[config.mk]
export PLATFORM = sky130hd
export DESIGN_NAME = link_startup
export DESIGN_NICKNAME = d
export VERILOG_FILES = /design/src/rtl/link_startup_pkg.sv /design/src/rtl/link_startup.sv
export SDC_FILE = /design/constraint.sdc
export NUM_CORES = 1
export LEC_CHECK = 0
export BUFFER_PORTS_ARGS = -buffer_cell sky130_fd_sc_hd__buf_2
export CAP_MARGIN = 5
export CORE_ASPECT_RATIO = 1.2
export CORE_MARGIN = 3
export CORE_UTILIZATION = 46
export CTS_CLUSTER_DIAMETER = 200
export DETAILED_ROUTE_END_ITERATION = 6
export GPL_TIMING_DRIVEN = 0
export HOLD_SLACK_MARGIN = 0.08
export PLACE_DENSITY_LB_ADDON = 0.12
export SETUP_SLACK_MARGIN = 0.1
export SYNTH_ARGS = -nofsm -noshare
export SYNTH_HDL_FRONTEND = slang
export SYNTH_SLANG_ARGS = --single-unit
[constraint.sdc]
create_clock -name ref_clk -period 2.3 [get_ports ref_clk]
set_input_delay 0.23 -clock ref_clk [delete_from_list [all_inputs] [get_ports ref_clk]]
set_output_delay 0.23 -clock ref_clk [all_outputs]
set_load 0.05 [all_outputs]
[src/rtl/link_startup_pkg.sv]
// Constants for the deserializer link startup sequencer.
// Assumes a 40 MHz reference clock; times are converted to cycle counts here.
package link_startup_pkg;
	// Reference clock period in picoseconds.
	localparam int unsigned CLK_PERIOD_PS    = 25000;
	// Control channel blackout after a late power-up, in microseconds.
	localparam int unsigned PWRUP_HOLD_US    = 2000;
	// Reverse channel blackout after a serial link start or stop, in microseconds.
	localparam int unsigned REV_HOLD_US      = 350;
	// Least waits round up to whole cycles.
	localparam int unsigned PWRUP_HOLD_CYC   = (PWRUP_HOLD_US * 1000000 + CLK_PERIOD_PS - 1) / CLK_PERIOD_PS;
	localparam int unsigned REV_HOLD_CYC     = (REV_HOLD_US * 1000000 + CLK_PERIOD_PS - 1) / CLK_PERIOD_PS;
	// Width of the shared blackout counter.
	localparam int unsigned HOLD_W           = 17;
	localparam logic [HOLD_W-1:0] HOLD_ZERO  = 17'h00000;
	localparam logic [HOLD_W-1:0] HOLD_ONE   = 17'h00001;
	// Defaults phase length: the late power-up strap must cross both synchroniser
	// flops before it is judged, so the phase lasts one cycle per flop plus one.
	localparam logic [1:0] DFLT_LAST         = 2'h2;
	localparam logic [1:0] DFLT_ZERO         = 2'h0;
	localparam logic [1:0] DFLT_ONE          = 2'h1;
	// Register map, byte offsets.
	localparam logic [3:0] ADDR_CTRL         = 4'h0;
	localparam logic [3:0] ADDR_STATUS       = 4'h4;
	// Control register field positions.
	localparam int unsigned CTRL_DRS         = 0;
	localparam int unsigned CTRL_BWS         = 1;
	localparam int unsigned CTRL_ECC         = 2;
	localparam int unsigned CTRL_W           = 3;
	// Control register reset value: link format at defaults.
	localparam logic [CTRL_W-1:0] CTRL_RESET = 3'h0;
	// Status register field positions.
	localparam int unsigned ST_CC_READY      = 0;
	localparam int unsigned ST_VIDEO_LOCK    = 1;
	localparam int unsigned ST_CFG_LOCK      = 2;
	localparam int unsigned ST_STATE_LO      = 4;
	localparam logic [31:0] WORD_ZERO        = 32'h00000000;
	// Link acquisition states.
	typedef enum logic [2:0] {
		ST_DEFAULTS,
		ST_IDLE,
		ST_CFG_ACQ,
		ST_CFG_LOCKED,
		ST_VID_ACQ,
		ST_VID_LOCKED
	} link_state_t;
endpackage : link_startup_pkg

[src/rtl/link_startup.sv]
// Deserializer-side link startup sequencer: default load, lock tracking, control gating.
// Assumes link activity and lock detect come from the analog front end, asynchronous.
//
// Decided for this implementation: the address-and-strobe port and the placing of the registers.
`timescale 1ns/1ps
`default_nettype none
module link_startup
	import link_startup_pkg::*;
#(
	parameter int unsigned PWRUP_HOLD = PWRUP_HOLD_CYC,	// Late power-up blackout, cycles.
	parameter int unsigned REV_HOLD   = REV_HOLD_CYC	// Start/stop blackout, cycles.
) (
	input  wire logic              ref_clk,	// System clock, 40 MHz.
	input  wire logic              arst_n,	// Asynchronous reset, active low.
	input  wire logic              clk_en,	// Freezes all state while low.
	input  wire logic              late_pwrup,	// Serializer was already up at power-up.
	input  wire logic              cfg_link_seen,	// Front end sees a config-link signal.
	input  wire logic              video_seen,	// Front end sees a video signal.
	input  wire logic              rx_lock_det,	// Front end word alignment found.
	input  wire logic [3:0]        reg_addr,	// Register byte address.
	input  wire logic [31:0]       reg_wdata,	// Register write data.
	input  wire logic              reg_wr,	// Write strobe.
	input  wire logic              reg_rd,	// Read strobe.
	output logic      [31:0]       reg_rdata,	// Read data, one cycle after strobe.
	output logic      [CTRL_W-1:0] link_fmt,	// Data rate, width, correction selects.
	output logic                   cc_ready,	// Control channel may carry transactions.
	output logic                   video_lock,	// Lock indication, video only.
	output logic                   deser_en	// Deserialized parallel data valid.
);
	// Synchronisers for asynchronous front-end levels.
	logic [1:0] s_cfg_ff, s_vid_ff, s_lock_ff, s_late_ff;
	logic [1:0] nxt_s_cfg, nxt_s_vid, nxt_s_lock, nxt_s_late;
	// Main state and registers.
	link_state_t       state_ff, nxt_state;
	logic [CTRL_W-1:0] ctrl_ff, nxt_ctrl;	// Link format bits.
	logic [HOLD_W-1:0] hold_ff, nxt_hold;	// Control channel blackout count.
	logic              vid_prev_ff, nxt_vid_prev;	// Previous video-active flag.
	logic [1:0]        dflt_cnt_ff, nxt_dflt_cnt;	// Cycles spent loading defaults.
	logic [31:0]       rdata_ff, nxt_rdata;	// Read data register.
	logic              cfg_s, vid_s, lock_s, video_act;

	// Only the second flop of each synchroniser is read.
	assign cfg_s  = s_cfg_ff[1];
	assign vid_s  = s_vid_ff[1];
	assign lock_s = s_lock_ff[1];
	// Video link counts as started in acquire or locked states.
	assign video_act = (state_ff == ST_VID_ACQ) || (state_ff == ST_VID_LOCKED);

	// Synchroniser next values.
	always_comb begin
		nxt_s_cfg  = {s_cfg_ff[0], cfg_link_seen};
		nxt_s_vid  = {s_vid_ff[0], video_seen};
		nxt_s_lock = {s_lock_ff[0], rx_lock_det};
		nxt_s_late = {s_late_ff[0], late_pwrup};
	end

	always_ff @(posedge ref_clk or negedge arst_n) begin
		if (!arst_n) begin
			s_cfg_ff  <= 2'h0;
			s_vid_ff  <= 2'h0;
			s_lock_ff <= 2'h0;
			s_late_ff <= 2'h0;
		end else if (clk_en) begin
			s_cfg_ff  <= nxt_s_cfg;
			s_vid_ff  <= nxt_s_vid;
			s_lock_ff <= nxt_s_lock;
			s_late_ff <= nxt_s_late;
		end
	end

	// Link state machine. Video always wins over the config link, so a serializer
	// that switches to video mid-configuration drops the config lock at once.
	always_comb begin
		nxt_state = state_ff;
		case (state_ff)
			ST_DEFAULTS: begin
				// Leaving early would judge the strap while its synchroniser still
				// holds the reset value, and a late power-up would go unnoticed.
				if (dflt_cnt_ff == DFLT_LAST) begin
					nxt_state = ST_IDLE;
				end
			end
			ST_IDLE, ST_CFG_ACQ, ST_CFG_LOCKED: begin
				if (vid_s) begin
					nxt_state = ST_VID_ACQ;
				end else if (!cfg_s) begin
					nxt_state = ST_IDLE;
				end else if (lock_s) begin
					nxt_state = ST_CFG_LOCKED;
				end else begin
					nxt_state = ST_CFG_ACQ;
				end
			end
			ST_VID_ACQ, ST_VID_LOCKED: begin
				if (!vid_s) begin
					nxt_state = cfg_s ? ST_CFG_ACQ : ST_IDLE;
				end else if (lock_s) begin
					nxt_state = ST_VID_LOCKED;
				end else begin
					nxt_state = ST_VID_ACQ;
				end
			end
			default: begin
				nxt_state = ST_DEFAULTS;
			end
		endcase
	end

	// Blackout counter: loaded by the late power-up strap while defaults load,
	// reloaded on every video start or stop. A lower count never shortens a longer one.
	always_comb begin
		nxt_vid_prev = video_act;
		nxt_hold     = hold_ff;
		nxt_dflt_cnt = DFLT_ZERO;
		// Count the defaults cycles so the strap is seen through both flops.
		if ((state_ff == ST_DEFAULTS) && (dflt_cnt_ff != DFLT_LAST)) begin
			nxt_dflt_cnt = dflt_cnt_ff + DFLT_ONE;
		end
		if (state_ff == ST_DEFAULTS) begin
			nxt_hold = s_late_ff[1] ? HOLD_W'(PWRUP_HOLD) : HOLD_ZERO;
		end else if ((video_act != vid_prev_ff) && (hold_ff <= HOLD_W'(REV_HOLD))) begin
			nxt_hold = HOLD_W'(REV_HOLD);
		end else if (hold_ff != HOLD_ZERO) begin
			nxt_hold = hold_ff - HOLD_ONE;
		end
	end

	// Register file: control writes land only after defaults are loaded.
	always_comb begin
		nxt_ctrl  = ctrl_ff;
		nxt_rdata = WORD_ZERO;
		if (reg_wr && (state_ff != ST_DEFAULTS)) begin
			if (reg_addr == ADDR_CTRL) begin
				nxt_ctrl = reg_wdata[CTRL_W-1:0];
			end
		end
		if (reg_rd) begin
			if (reg_addr == ADDR_CTRL) begin
				nxt_rdata[CTRL_W-1:0] = ctrl_ff;
			end else if (reg_addr == ADDR_STATUS) begin
				nxt_rdata[ST_CC_READY]   = cc_ready;
				nxt_rdata[ST_VIDEO_LOCK] = video_lock;
				nxt_rdata[ST_CFG_LOCK]   = (state_ff == ST_CFG_LOCKED);
				nxt_rdata[ST_STATE_LO +: 3] = state_ff;
			end else begin
				nxt_rdata = WORD_ZERO;	// Unmapped reads return zero.
			end
		end
	end

	always_ff @(posedge ref_clk or negedge arst_n) begin
		if (!arst_n) begin
			state_ff    <= ST_DEFAULTS;
			ctrl_ff     <= CTRL_RESET;
			hold_ff     <= HOLD_ZERO;
			vid_prev_ff <= 1'b0;
			rdata_ff    <= WORD_ZERO;
			dflt_cnt_ff <= DFLT_ZERO;
		end else if (clk_en) begin
			state_ff    <= nxt_state;
			ctrl_ff     <= nxt_ctrl;
			hold_ff     <= nxt_hold;
			vid_prev_ff <= nxt_vid_prev;
			rdata_ff    <= nxt_rdata;
			dflt_cnt_ff <= nxt_dflt_cnt;
		end
	end

	// Outputs. Control channel needs a locked link and an expired blackout.
	assign cc_ready   = ((state_ff == ST_CFG_LOCKED) || (state_ff == ST_VID_LOCKED))
	                    && (hold_ff == HOLD_ZERO);
	assign video_lock = (state_ff == ST_VID_LOCKED);
	assign deser_en   = (state_ff == ST_VID_LOCKED);
	assign link_fmt   = ctrl_ff;
	assign reg_rdata  = rdata_ff;
endmodule : link_startup
`default_nettype wire

==> reports/results.tsv <==
stage	metric	value	unit
global_route	total track usage	0.207	
route	routed len/inst	15.6	um
sta	max_slew headroom	0.382	
global_route	grt ovf	0	
sta	minimum clock period	2.44	ns
setup_path	Worst R2R End	hold_ff[1]	
clock_tree	Sink Count	40	
yosys	post-synthesis async set-or-reset flop share	1.00	
clock_tree	CTS buffer count	5	
route	DRC	0	
placed_design	port bufs	26	
setup_path	delay of the slowest critical-path stage	0.40	ns
layout	ant diodes	0	
floorplan	Core Region	5080	sq um
clock_tree	CTS tree	yes	
clock_tree	Root Driver	clkbuf_8	
layout	share of layout cells above drive strength 1	0.371	
setup_path	R2R Path Start	hold_ff[0]	
setup_path	CP startpoint kind	register	
power	Power per Cell Area	1200	nW/um^2
floorplan	DIE HEIGHT	86.8	um
floorplan	Die Wd	73.3	um
route	DRT antenna net count	0	
setup_path	Critical Path, Cell by Cell	inv_2, ha_4, nor4b_4, nand4_1, or3_4, a2111oi_4, o31a_1, buf_6, mux2i_1	
setup_path	Arrival @ worst endpoint	2.67	ns
power	total power	3.83	mW
setup_path	slowest stage cell, crit path	dfrtp_1	
layout	Nets	397	
floorplan	num ports	83	
setup_path	R2R cell count	9	
global_route	largest net degree at the start of global routing	41	
flow_run	max-cap check violation count	0	
route	First-pass DRT Iterations	4	
setup_path	type of destination of the critical path	register	
yosys	Ys Warns	0	
placed_design	Post-DP HPWL	4270	um
floorplan	Die Area	6360	sq um
layout	Layout area overhead	28.0	%
setup_path	R2R Setup Slk	-0.14	ns
global_route	global-route wire length before repair	10400	um
global_route	initial antenna violation count	0	
layout	area occupied by multi-input gates	1380	sq um
yosys	register area share after synthesis	0.400	
yosys	Yosys top cell by area	dfrtp_1	
placed_design	Routability Congestion	0.872	
setup_path	Crit Path Max Fanout	5	
global_route	vias in the first global route	2148	
sta	Final Max Tran Viols	0	
yosys	Synth Register Bits	40	
clock_tree	clock latency on the worst-skew pair	0.30	ns
sta	setup ws final	-0.141	ns
yosys	top cell type's share of synthesized area	0.400	
layout	FILL cells	444	
hold_path	HP Class	input pin to asynchronous set/reset pin	
sta	top achievable clock speed	0.410	GHz
route	vias per std cell	5.44	
yosys	Yosys cell types	54	
yosys	ys flop type	dfrtp_1	
floorplan	FP Rows	28	
power	Pleak	1.52	nW
route	total number of vias	2232	
power	Worst VDD drop	0.519	mV
outcome	failing checks	negative setup slack	
yosys	number of synthesized flops with an enable pin	0	
clock_tree	H-tree depth	2	
clock_tree	clock transition at the registers of the reported paths	0.09	ns
sta	fin crit share	1.06	
layout	FF/Latch Area	1000	sq um
layout	Util after Layout	0.631	
route	Initial DRC Count	102	
sta	clock skew	0.00942	ns
sta	Final Hold Viols	0	
sta	final setup fails	13	
route	drt total wl	6410	um
sta	slew of the pin with the lowest slew margin	0.927	ns
clock_tree	clock buffer depth	2	
floorplan	Initial Util	0.493	
yosys	cells after synthesis	269	
setup_path	Worst EP required	2.53	ns
yosys	syn avg cell area	9.30	sq um
yosys	area of the mapped netlist	2500	sq um
yosys	most area-consuming cells after synthesis	dfrtp_1 (40%), buf_4 (8.1%), mux2_2 (5.9%), o21ai_0 (3.6%), inv_1 (3.0%)	
setup_path	critical setup path kind	register to register	
sta	RSZ-0062 raised after global routing	yes	
outcome	outcome	finished, violations left	
==> repair_timing <==
action | CTS | global route
setup endpoints to repair | 21 | 20
resized for setup | 22 | 9
gates cloned | 1 | 0
hold buffers | 0 | 0
pin swaps | 7 | 6
buffers inserted | 13 | 10
==> report_power, final <==
part,switching [mW],total [mW],internal (mW)
logic,1.16,2.09,0.935
clock network,0.266,0.512,0.246
registers,0.315,1.22,0.910
==> cell families after synthesis <==
kind of cell    Yosys count  synth area share
flops                    40             0.400
xor+xnor                  2           0.00700
compound gates           61             0.165
buf+inv                  59             0.132
mux                      16            0.0705
other cells               1           0.00150
fa+ha+maj                 3            0.0150
simple gates             87             0.208
==> worst max path at each step <==
stage,slack (ns),to,cells past startpoint,start
5_1_grt,-0.24,hold_ff[1],9,hold_ff[0]
6_report,-0.14,hold_ff[1],9,hold_ff[0]
4_1_cts,-0.11,hold_ff[1],9,hold_ff[0]
2_1_floorplan,0.14,hold_ff[15],9,hold_ff[0]
3_5_place_dp,-0.17,hold_ff[15],9,hold_ff[0]
3_3_place_gp,-0.15,hold_ff[15],9,hold_ff[0]
==> cells in the final DEF (no fill, tap or decap), types with 2 or more instances in the layout <==
master	netlist	layout
nor2_1	14	13
o221ai_2	0	2
buf_4	27	49
o211ai_1	4	4
nand2_1	18	17
clkbuf_8	0	6
clkbuf_1	10	7
buf_2	1	26
o21ai_1	0	2
nor4_1	4	2
nand3_1	13	13
and3_1	5	4
inv_2	0	2
or3_1	3	3
dfrtp_2	0	2
a32o_1	2	2
mux2_2	13	13
mux2i_1	3	3
conb_1	1	26
dfrtp_1	40	38
ha_1	3	2
buf_6	1	3
a21oi_1	9	8
nor4b_4	2	2
nor2b_1	2	2
o21ai_0	18	15
and2_1	2	2
o22ai_1	8	8
a31oi_1	5	4
nor4_4	0	3
nor3_1	5	5
inv_1	20	18
a21o_1	3	3
nand4_1	4	4
==> metrics by stage <==
step	hold slack [ns]	setup TNS (ns)	setup WS (ns)	cells	instance area, sq um
after detailed placement	0.419	-1.40	-0.169	380	2800
after global placement	0.420	-1.03	-0.146	380	2800
after CTS	0.0983	-0.814	-0.113	402	3090
final	0.0644	-1.16	-0.141	410	3200
after global routing	0.140	-2.40	-0.237	410	3200
after floorplan	-0.0656	0	0.137	294	2600
==> flip-flops by register name, summed over array words and instances, names as in the netlist <==
signal and cells:
vid_prev_ff 1, s_vid_ff 2, s_late_ff 2, link_fmt 3, state_ff 3, hold_ff 17, s_cfg_ff 2, s_lock_ff 2
dflt_cnt_ff 2, reg_rdata 6
==> area by class of cell <==
type                    count  area share
clock buffers               6      0.0258
clock inverters             2     0.00430
repair buffers             50       0.100
well taps                  60      0.0234
plain buffers              37      0.0800
inverters                  20      0.0234
flip-flops and latches     40       0.313
multi-input cells         195       0.430
==> layer usage <==
metal	vias to the layer above	wire (um)	GRT usage
met1	1073	2620	0.249
li1	1083	-	-
met3	17	250	0.0336
met4	0	143	0.0906
met5	-	0	0
met2	59	3390	0.359
==> synth_stat cells, types with 2 or more instances <==
master / n
and3_1: 5
nor2b_1: 2
o221ai_1: 3
clkbuf_1: 10
o21ai_0: 18
or3_1: 3
a21o_1: 3
nand4_1: 4
inv_1: 20
nor3b_1: 2
nor4_1: 4
ha_1: 3
nor2_1: 14
buf_4: 27
nand3_1: 13
nand2_1: 18
dfrtp_1: 40
nor4b_4: 2
o211ai_1: 4
o22ai_1: 8
a21oi_1: 9
mux2i_1: 3
nor3_1: 5
a31oi_1: 5
and2_1: 2
a32o_1: 2
mux2_2: 13
==> worst max-delay path: cells and delay by family (launching register included) <==
kind                     cells  cell delay, ns
adder cells (fa/ha/maj)      1            0.13
AO/OA/AOI/OAI                2            0.64
buffers and inverters        2            0.24
AND/OR/NAND/NOR              3            0.77
flip-flops                   1            0.40
multiplexers                 1            0.18
(Power assumes the default switching activity.)
